==> src/bsid_pkg.sv <==
// package: constants, offsets and op codes of the borrow-subtract datapath
package bsid_pkg;

  localparam int unsigned DATA_W = 8;
  localparam int unsigned HALF_W = 4;

  // register byte offsets on the bus
  localparam logic [7:0] OFF_WORK  = 8'h00;
  localparam logic [7:0] OFF_MEM   = 8'h04;
  localparam logic [7:0] OFF_FLAGS = 8'h08;
  localparam logic [7:0] OFF_OP    = 8'h0C;

  // flag field positions
  localparam int unsigned FLAG_NIL    = 0;
  localparam int unsigned FLAG_BORROW = 1;
  localparam int unsigned FLAG_HALF   = 2;
  localparam int unsigned FLAG_WRAP   = 3;
  localparam int unsigned FLAG_W      = 4;

  // reset values
  localparam logic [7:0] RST_WORK  = 8'h00;
  localparam logic [7:0] RST_MEM   = 8'h00;
  localparam logic [3:0] RST_FLAGS = 4'h0;

  // bus encodings
  localparam logic HRESP_OKAY = 1'b0;

  typedef enum logic [2:0] {
    OP_NONE    = 3'b000,
    OP_SUBC_AM = 3'b001,
    OP_SUBC_MA = 3'b010,
    OP_SUBC_A  = 3'b011,
    OP_SUBC_M  = 3'b100,
    OP_INC_M   = 3'b101,
    OP_DEC_M   = 3'b110,
    OP_CLR_M   = 3'b111
  } bsid_op_t;

endpackage : bsid_pkg

==> src/bsid_alu.sv <==
// combinational 8-bit add/subtract core with nil, borrow, half and wrap
`timescale 1ns/1ps
module bsid_alu #(
  parameter int unsigned WIDTH = bsid_pkg::DATA_W
) (
  // operands
  input  wire logic [WIDTH-1:0] op_a,
  input  wire logic [WIDTH-1:0] op_b,
  input  wire logic             carry_in,
  input  wire logic             add_mode,
  // result and flags
  output logic      [WIDTH-1:0] result,
  output logic                  nil,
  output logic                  borrow,
  output logic                  half,
  output logic                  wrap
);
  import bsid_pkg::*;

  logic [WIDTH:0]  wide;
  logic [HALF_W:0] low;

  always_comb begin
    if (add_mode) begin
      wide = {1'b0, op_a} + {1'b0, op_b} + {{WIDTH{1'b0}}, carry_in};
      low  = {1'b0, op_a[HALF_W-1:0]} + {1'b0, op_b[HALF_W-1:0]}
             + {{HALF_W{1'b0}}, carry_in};
    end else begin
      wide = {1'b0, op_a} - {1'b0, op_b} - {{WIDTH{1'b0}}, carry_in};
      low  = {1'b0, op_a[HALF_W-1:0]} - {1'b0, op_b[HALF_W-1:0]}
             - {{HALF_W{1'b0}}, carry_in};
    end
    result = wide[WIDTH-1:0];
    nil    = (wide[WIDTH-1:0] == '0);
    // top bit is the carry on add and the borrow on subtract
    borrow = wide[WIDTH];
    half   = low[HALF_W];
    // signed wrap: operand signs as seen by the adder, result sign differs
    if (add_mode)
      wrap = (op_a[WIDTH-1] == op_b[WIDTH-1]) &&
             (wide[WIDTH-1] != op_a[WIDTH-1]);
    else
      wrap = (op_a[WIDTH-1] != op_b[WIDTH-1]) &&
             (wide[WIDTH-1] != op_a[WIDTH-1]);
  end

endmodule : bsid_alu

==> src/bsid_top.sv <==
// top: AHB-Lite register slave around the borrow-subtract/inc/dec datapath
//
// What this block does
// RL1: memory gets memory minus working minus borrow
// RL2: working gets working minus memory minus borrow
// RL3: working register loses only the borrow
// RL4: memory byte loses only the borrow
// RL5: increment adds one to memory byte
// RL6: decrement subtracts one from memory byte
// RL7: clear forces memory byte to zero
// RL8: subtract, inc, dec update all four flags
// RL9: 8-bit data; borrow bit7, half-borrow bit3
`timescale 1ns/1ps
module bsid_top (
  // clock, reset, enable
  input  wire logic        CLK_SYS,
  input  wire logic        RST,
  input  wire logic        CE,
  // AHB-Lite slave
  input  wire logic        HSEL,
  input  wire logic [31:0] HADDR,
  input  wire logic [1:0]  HTRANS,
  input  wire logic        HWRITE,
  input  wire logic [2:0]  HSIZE,
  input  wire logic [31:0] HWDATA,
  input  wire logic        HREADY,
  output logic      [31:0] HRDATA,
  output logic             HREADYOUT,
  output logic             HRESP
);
  import bsid_pkg::*;

  typedef struct packed {
    logic [DATA_W-1:0] work;
    logic [DATA_W-1:0] mem;
    logic [FLAG_W-1:0] flags;
    bsid_op_t          last_op;
    logic              ph_valid;
    logic              ph_write;
    logic [7:0]        ph_addr;
    logic [31:0]       rdata;
  } bsid_state_t;

  bsid_state_t s_reg;
  bsid_state_t s_next;

  logic              do_exec;
  bsid_op_t          op_code;
  logic [DATA_W-1:0] alu_a;
  logic [DATA_W-1:0] alu_b;
  logic              alu_cin;
  logic              alu_add;
  logic [DATA_W-1:0] alu_res;
  logic              alu_nil;
  logic              alu_borrow;
  logic              alu_half;
  logic              alu_wrap;
  logic              borrow_now;

  assign borrow_now = s_reg.flags[FLAG_BORROW];
  // an op runs in the data phase of a write to the op register
  assign do_exec = s_reg.ph_valid && s_reg.ph_write &&
                   (s_reg.ph_addr == OFF_OP);
  assign op_code = bsid_op_t'(HWDATA[2:0]);

  // operand steering per operation
  always_comb begin
    alu_a   = s_reg.mem;
    alu_b   = '0;
    alu_cin = borrow_now;
    alu_add = 1'b0;
    case (op_code)
      OP_SUBC_AM: begin
        alu_a = s_reg.work;
        alu_b = s_reg.mem;
      end
      OP_SUBC_MA: begin
        alu_b = s_reg.work;
      end
      OP_SUBC_A: begin
        alu_a = s_reg.work;
      end
      OP_INC_M: begin
        alu_b   = 8'h01;
        alu_cin = 1'b0;
        alu_add = 1'b1;
      end
      OP_DEC_M: begin
        alu_b   = 8'h01;
        alu_cin = 1'b0;
      end
      default: begin
        alu_a = s_reg.mem;
      end
    endcase
  end

  bsid_alu #(
    .WIDTH    (DATA_W)
  ) u_alu (
    .op_a     (alu_a),
    .op_b     (alu_b),
    .carry_in (alu_cin),
    .add_mode (alu_add),
    .result   (alu_res),
    .nil      (alu_nil),
    .borrow   (alu_borrow),
    .half     (alu_half),
    .wrap     (alu_wrap)
  );

  always_comb begin
    s_next = s_reg;
    // a low enable freezes every bit of state, bus phases included
    if (CE) begin
      if (s_reg.ph_valid && s_reg.ph_write) begin
        if (s_reg.ph_addr == OFF_WORK) begin
          s_next.work = HWDATA[DATA_W-1:0];
        end else if (s_reg.ph_addr == OFF_MEM) begin
          s_next.mem = HWDATA[DATA_W-1:0];
        end else if (s_reg.ph_addr == OFF_FLAGS) begin
          s_next.flags = HWDATA[FLAG_W-1:0];
        end else if (s_reg.ph_addr == OFF_OP) begin
          s_next.last_op = op_code;
          case (op_code)
            OP_SUBC_AM, OP_SUBC_A: begin
              s_next.work = alu_res; // RL2 RL3
            end
            OP_SUBC_MA, OP_SUBC_M, OP_INC_M, OP_DEC_M: begin
              s_next.mem = alu_res; // RL1 RL4 RL5 RL6
            end
            OP_CLR_M: begin
              s_next.mem = '0; // RL7
            end
            default: begin
              s_next.mem = s_reg.mem;
            end
          endcase
          if (op_code != OP_NONE && op_code != OP_CLR_M) begin
            s_next.flags[FLAG_NIL]    = alu_nil; // RL8
            s_next.flags[FLAG_BORROW] = alu_borrow; // RL9
            s_next.flags[FLAG_HALF]   = alu_half; // RL9
            s_next.flags[FLAG_WRAP]   = alu_wrap; // RL8
          end
        end
      end
      s_next.ph_valid = HSEL && HREADY && HTRANS[1];
      if (s_next.ph_valid) begin
        s_next.ph_write = HWRITE;
        s_next.ph_addr  = HADDR[7:0];
      end
      // read data comes from the post-write view so write-then-read agrees
      if (s_next.ph_valid && !HWRITE) begin
        if (HADDR[7:0] == OFF_WORK) begin
          s_next.rdata = {24'h000000, s_next.work};
        end else if (HADDR[7:0] == OFF_MEM) begin
          s_next.rdata = {24'h000000, s_next.mem};
        end else if (HADDR[7:0] == OFF_FLAGS) begin
          s_next.rdata = {28'h0000000, s_next.flags};
        end else if (HADDR[7:0] == OFF_OP) begin
          s_next.rdata = {29'h00000000, s_next.last_op};
        end else begin
          s_next.rdata = 32'h00000000;
        end
      end
    end
  end

  always_ff @(posedge CLK_SYS or posedge RST) begin
    if (RST) begin
      s_reg          <= '0;
      s_reg.work     <= RST_WORK;
      s_reg.mem      <= RST_MEM;
      s_reg.flags    <= RST_FLAGS;
      s_reg.last_op  <= OP_NONE;
    end else begin
      s_reg <= s_next;
    end
  end

  assign HRDATA    = s_reg.rdata;
  // the bus stalls while the block is frozen so no write is dropped
  assign HREADYOUT = CE;
  assign HRESP     = HRESP_OKAY;
endmodule : bsid_top

==> config.mk <==
export PLATFORM = sky130hd
export DESIGN_NAME = bsid_top
export DESIGN_NICKNAME = d
export VERILOG_FILES = /design/src/bsid_pkg.sv /design/src/bsid_alu.sv /design/src/bsid_top.sv
export SDC_FILE = /design/constraint.sdc
export NUM_CORES = 1
export LEC_CHECK = 0
export ABC_AREA = 1
export BUFFER_PORTS_ARGS = -buffer_cell sky130_fd_sc_hd__buf_2
export CORE_ASPECT_RATIO = 2
export CORE_MARGIN = 1
export CORE_UTILIZATION = 50
export DETAILED_ROUTE_END_ITERATION = 10
export PLACE_DENSITY = 0.77
export SLEW_MARGIN = 15
export SYNTH_ARGS = -nofsm -noshare
export SYNTH_HDL_FRONTEND = slang
export SYNTH_SLANG_ARGS = --single-unit
==> constraint.sdc <==
create_clock -name CLK_SYS -period 3 [get_ports CLK_SYS]
set_clock_uncertainty 0.1 [all_clocks]
set_input_delay 0 -clock CLK_SYS [delete_from_list [all_inputs] [get_ports CLK_SYS]]
set_output_delay 0 -clock CLK_SYS [all_outputs]
set_load 0.05 [all_outputs]
# Word level (Yosys, flattened, before mapping)
# Cells that the tools add are included.
# W data, S select, Z words.
totals:
  in_bits: 75
  regBits: 65
  out_inout_bits: 34
  word_cells: 74
classes:
  n_addsub: 8
  muxes: 24
  n_reduce_logical: 17
  eq_ne: 17
ops:
  columns: ["op", "n"]
  rows:
  - ["$mux W8", 7]
  - ["$mux W23", 2]
  - ["$eq A8 B4 Y1 const B", 4]
  - ["$logic_not A8 Y1", 3]
  - ["$pmux W8 S3", 1]
  - ["$eq A8 B3 Y1 const B", 2]
  - ["$mux W16", 1]
  - ["$pmux W8 S2", 1]
  - ["$mux W15", 1]
  - ["$eq A3 B3 Y1 const B", 4]
  - ["$mux W4", 3]
  - ["$add A8 B8 Y9", 1]
  - ["$add A9 B1 Y9", 1]
  - ["$mux W9", 1]
  - ["$sub A8 B8 Y9", 1]
  - ["$sub A9 B1 Y9", 1]
  - ["$logic_and A1 B1 Y1", 7]
  - ["$mux W7", 1]
  - ["$eq A3 B2 Y1 const B", 2]
  - ["$mux W3", 2]
  - ["$add A4 B4 Y5", 1]
  - ["$add A5 B1 Y5", 1]
  - ["$mux W5", 1]
  - ["$sub A4 B4 Y5", 1]
  - ["11 further kinds", 16]

# Logic depth before layout (Yosys ltp)
logic_depth:
  depth_word: 19
  depth_mapped: 26
  ltp_nobuf: 24

# By module
# A second synthesis with hierarchy kept.
hier_totals:
  cells_unflattened: 671
  area_unflattened_um2: 4172.8
by_module_without_submodules:
  columns: ["mod", "seq_area_each_um2", "area_per_inst_um2", "n_inst", "cells_per_inst"]
  rows:
  - ["bsid_top", 1026.0, 3059.2, 1, 483]
  - ["bsid_alu", 0.0, 1113.6, 1, 188]

# Least setup slack after synthesis
# No wires, ideal clock.
synth_path:
  kind: "input -> register"
  from: "input port HWDATA[2]"
  to: "register s_reg, in the netlist HRDATA[0]"
  path_slack_ns: 0.134
  t_arrival_ns: 2.701
  path_buffers: 2
  required_time_ns: 2.835
  cell_stages: 24
  setup_ns: 0.065
  path_cell_list: "buf_4 -> inv_2 -> nand2_2 -> clkbuf_1 -> o21ai_0 -> fa_1 -> fa_1 -> nand2_1 -> nand2_1 -> nand2_1 -> nand2_1 -> nand3_1 -> nand2_1 -> inv_1 -> nand2_1 -> nor2_1 -> nand3_1 -> o21bai_1 -> nand2_1 -> nand2_1 -> nand2_1 -> nand2_1 -> nand2_1 -> nand2_1"
synth_via:
  elab_chain_cells: 16
  word_cells_on_any_way: 38
  classes_between: "4 x add/sub; 8 x eq/ne; 20 x mux; 6 x reduce/logical"
synth_lines:
  columns: ["element", "line", "text"]
  rows:
  - ["from (decl)", "bsid_top.sv:25", "input wire logic [31:0] HWDATA,"]
  - ["$eq A3 B3 Y1, or another cell as far along", "bsid_top.sv:72, bsid_top.sv:125", null]
  - ["$reduce_or A2 Y1 (no line)", null, null]
  - ["$pmux W8 S3 or $mux W8 (tied branches)", "bsid_top.sv:72", "case (op_code)"]
  - ["$sub A8 B8 Y9 or $add A8 B8 Y9 (tied branches)", "bsid_alu.sv:29, bsid_alu.sv:25", null]
  - ["$sub A9 B1 Y9 or $add A9 B1 Y9 (tied branches)", "bsid_alu.sv:29, bsid_alu.sv:25", null]
  - ["$mux W9", "bsid_alu.sv:24", "if (add_mode) begin"]
  - ["$logic_not A8 Y1", "bsid_alu.sv:34", "nil = (wide[WIDTH-1:0] == '0);"]
  - ["$mux W4", "bsid_top.sv:139", "if (op_code != OP_NONE && op_code != OP_CLR_M) begin"]
  - ["$mux W23 *", "bsid_top.sv:123", "end else if (s_reg.ph_addr == OFF_OP) begin"]
  - ["$mux W4", "bsid_top.sv:121", "end else if (s_reg.ph_addr == OFF_FLAGS) begin"]
  - ["$mux W7", "bsid_top.sv:119", "end else if (s_reg.ph_addr == OFF_MEM) begin"]
  - ["$mux W15", "bsid_top.sv:117", "if (s_reg.ph_addr == OFF_WORK) begin"]
  - ["$mux W23 *", "bsid_top.sv:116", "if (s_reg.ph_valid && s_reg.ph_write) begin"]
  - ["$mux W4", "bsid_top.sv:158", "end else if (HADDR[7:0] == OFF_FLAGS) begin"]
  - ["$mux W8", "bsid_top.sv:156", "end else if (HADDR[7:0] == OFF_MEM) begin"]
  - ["$mux W8 *", "bsid_top.sv:154", "if (HADDR[7:0] == OFF_WORK) begin"]
  - ["to (signal assigned)", "bsid_top.sv:177", "s_reg <= s_next;"]
  - ["to (decl)", "bsid_top.sv:44", "bsid_state_t s_reg;"]
# Mark *: on every way between the ends. The rest lies on a longest branch, timed or not.
# A chain may end at the register's enable or synchronous reset.

# Worst setup path in the final report
layout_path:
  from: "register s_reg[57] (netlist name)"
  to: "register s_reg, in the netlist HRDATA[0]"
layout_via:
  elab_chain_cells: 14
  word_cells_on_any_way: 23
  classes_between: "4 x add/sub; 18 x mux; 1 x reduce/logical"
layout_lines:
  columns: ["element", "line"]
  rows:
  - ["$pmux W8 S3 or $mux W8 (tied branches)", "bsid_top.sv:72"]
  - ["$sub A8 B8 Y9 or $add A8 B8 Y9 (tied branches)", "bsid_alu.sv:29, bsid_alu.sv:25"]
  - ["$sub A9 B1 Y9 or $add A9 B1 Y9 (tied branches)", "bsid_alu.sv:29, bsid_alu.sv:25"]
  - ["$mux W9", "bsid_alu.sv:24"]
  - ["$logic_not A8 Y1", "bsid_alu.sv:34"]
  - ["$mux W4", "bsid_top.sv:139"]
  - ["$mux W23", "bsid_top.sv:123"]
  - ["$mux W4", "bsid_top.sv:121"]
  - ["$mux W7", "bsid_top.sv:119"]
  - ["$mux W15", "bsid_top.sv:117"]
  - ["$mux W23 *", "bsid_top.sv:116"]
  - ["$mux W4", "bsid_top.sv:158"]
  - ["$mux W8", "bsid_top.sv:156"]
  - ["$mux W8 *", "bsid_top.sv:154"]
# Marked as above.

==> flow_metrics.env <==
export IMPL_outcome="complete, no violations"
export IMPL_cell_accounting_for_the_most_synthesized_area="dfrtp_1"
export IMPL_p_sw_mw=1.26
export IMPL_total_number_of_yosys_warnings=0
export IMPL_htreeDepth=2
export IMPL_crit_top_cell="nand2_1"
export IMPL_vias_in_the_first_global_route=4477
export IMPL_final_fill_count=704
export IMPL_grt_first_pass_wirelength_um=21300
export IMPL_worstPathMaxFanout=3
export IMPL_fin_crit_sh_pct=99.3
export IMPL_overflow=0
export IMPL_boundaryPins=109
export IMPL_ys_flop_type="dfrtp_1"
export IMPL_globalRouteTotalUtil_pct=33.6
export IMPL_endpoint_kind="flop"
export IMPL_drt_first_iter_violations=313
export IMPL_internal_power_mw=1.64
export IMPL_initial_core_util_pct=52.3
export IMPL_worstPathCellList="inv_2, o221ai_2, nand2_2, fa_2, inv_2, fa_2, buf_6, nand3_1, nand2_1, nand2_1, nand3_2, nand2_2, inv_2, nand2_1, nor2_1, nand3_1, o21bai_1, nand2_1, nand2_1, nand2_1, nand2_1, nand2_1, nand2_1"
export IMPL_wl_met1_um=4710
export IMPL_part_of_the_yosys_area_used_for_sequential_elements_pct=25.6
export IMPL_routabilityCongestion=1.07
export IMPL_layout_area_overhead_vs_synth_pct=25.9
export IMPL_highest_signal_layer="met4"
export IMPL_worst_case_clock_buffer_depth=2
export IMPL_antennaDiodeCount=0
export IMPL_worst_path_largest_cell_delay_ns=0.40
export IMPL_holdWs_ns=0.0107
export IMPL_die_w_um=65.3
export IMPL_placeable_core_region_um2=7660
export IMPL_finalCoreUtilization_pct=65.9
export IMPL_most_repeated_cell_in_the_gate_level_netlist_after_synthesis="nand2_1"
export IMPL_synth_edf_count=0
export IMPL_std_cell_rows=45
export IMPL_power_share_combinational_pct=55.6
export IMPL_worstMarginPinSlew_ns=1.05
export IMPL_synthesis_area_per_instance_um2=6.39
export IMPL_tritoncts_clock_tree="yes"
export IMPL_cp_required_ns=3.13
export IMPL_share_of_post_route_cells_with_drive_strength_above_1_pct=26.3
export IMPL_final_net_count=815
export IMPL_sw_share_pct=43.4
export IMPL_synth_top_cell_area_share_pct=25.6
export IMPL_finalHoldViolations=0
export IMPL_peakVddDrop_v=0.000635
export IMPL_vias=4526
export IMPL_critPathLaunchType="flop"
export IMPL_largest_reg_flops=32
export IMPL_mappedNetlistArea_um2=4010
export IMPL_power_density_nw_per_um2=574
export IMPL_wirelength_um=13900
export IMPL_antenna_violations_before_repair=0
export IMPL_die_height_um=129
export IMPL_critPathArrivalTime_ns=3.11
export IMPL_final_max_slew_violation_count=0
export IMPL_detail_route_antenna_nets=0
export IMPL_seqPwrFrac_pct=24.7
export IMPL_cap_viol_max_count=0
export IMPL_route_detailed_wl_per_inst_um=17.1
export IMPL_total_clock_buffers_created_by_cts=5
export IMPL_power_frac_clock_pct=19.7
export IMPL_buffer_ports_inserted=31
export IMPL_area_of_the_die_um2=8400
export IMPL_viasPerCell=5.57
export IMPL_worst_hold_path_type="primary input to flop"
export IMPL_yosys_cell_types_count=40
export IMPL_leak_nw=2.63
export IMPL_first_pass_iters=5
export IMPL_hpwlAfterDp_um=10400
export IMPL_ys_ff_latch=41
export IMPL_timing_final_setup_violations=0
export IMPL_timing_setup_critical_path_class="flop to flop"
export IMPL_clk_transition_reported_paths_ns=0.06
export IMPL_clk_latency_ns=0.29
export IMPL_postSynth_asyncResetShare_pct=100
export IMPL_clkSinkCount=41
export IMPL_synth_top_cells_by_count="189 x nand2_1, 79 x inv_1, 53 x o21ai_0"
export IMPL_timing_final_crit_period_ns=2.98
export IMPL_grt_start_max_net_pins=42
export IMPL_met2_wirelength_um=7510
export IMPL_rsz0062_at_grt="true"
export IMPL_slew_headroom_pct=29.4
export IMPL_max_fclk_ghz=0.336
export IMPL_clock_root_buffer="clkbuf_16"
export IMPL_drc=0
export IMPL_met3RoutedLength_um=521
export IMPL_synth_top_cells_by_area="dfrtp_1 26%, nand2_1 18%, inv_1 7.4%"
export IMPL_timing_critical_path_slowest_stage_cell="dfrtp_1"
export IMPL_synthCells=627
cells in the final DEF (no fill, tap or decap), types with 15 or more instances in the layout:
cell,count
buf_4,65
o21ai_0,39
nor2_1,43
inv_2,15
a21oi_1,30
inv_1,70
dfrtp_1,40
conb_1,25
nand2_1,170
buf_2,31
nand2_2,21
nand3_1,38
layer usage:
layer  global-route usage, %  vias to the layer above
li1                        -                     2155
met1                    31.7                     2121
met2                    60.1                      176
met3                    4.61                       74
met4                    30.6                        0
met5                       0                        -
worst paths after layout:
| path | slack, ns | endpoint | cells past startpoint | start |
|---|---|---|---|---|
| hold / removal | 0.01 | s_reg[64] | 5 | HWDATA[7] |
| setup / recovery | 0.02 | HRDATA[0] | 23 | s_reg[57] |
| hold reg to reg | 0.38 | HRDATA[7] | 2 | HRDATA[7] |
| max in group asynchronous | 2.15 | s_reg[38] | 4 | RST |
| min in group asynchronous | 0.27 | s_reg[56] | 4 | RST |
| setup reg to reg | 0.02 | HRDATA[0] | 23 | s_reg[57] |
cells by family after synthesis:
kind of cell	share of synthesized area, %
adders and majority gates	7.93
xor gates and xnor gates	0.437
buffers and inverters	16.6
DFF	25.6
other	0.0936
AOI/OAI and AO/OA	15.7
and+or+nand+nor	33.7
worst max-delay path: cells and delay by family, from the launching register on:
kind                     cells  cell delay (ns)
buffers and inverters        4             0.32
flip-flops                   1             0.40
AND/OR/NAND/NOR             15             1.13
adder cells (fa/ha/maj)      2             0.60
AO/OA/AOI/OAI                2             0.37
power by group through the flow:
stage | logic [mW] | registers [mW] | clock network (mW)
floorplan | 0.896 | 0.703 | 0
global placement | 1.30 | 0.710 | 0
detailed placement | 1.32 | 0.716 | 0
CTS | 1.36 | 0.708 | 0.575
global route | 1.75 | 0.724 | 0.591
finish | 1.61 | 0.716 | 0.570
area by class of cell:
cell class	count	area, um^2	area share, %
clock buffers	7	153	3.03
clock inverters	1	5.00	0.0992
inverters	88	333	6.60
multi-input cells	475	2670	52.8
flip-flops and latches	41	1030	20.4
well taps	94	118	2.33
repair buffers	106	744	14.8
repair_timing:
| item | in CTS | in global routing |
|---|---|---|
| pin swaps | 7 | 36 |
| endpoints found under the hold margin | 49 | 0 |
| setup buffers | 2 | 9 |
| gates resized for setup | 16 | 68 |
| hold buffers | 9 | 0 |
| endpoints found under the setup margin | 9 | 19 |
through the flow:
step	instance area (um^2)	worst slack [ns]	setup TNS (ns)	total power, mW	std cells
after floorplan	4100	0.134	0	1.60	651
after global placement	4460	-0.249	-0.562	2.01	785
after detailed placement	4460	-0.286	-1.11	2.03	785
after CTS	4750	-0.00699	-0.00699	2.64	804
after global routing	5040	-0.158	-1.18	3.06	812
final	5040	0.0219	0	2.90	812
(Power assumes the default switching activity.)
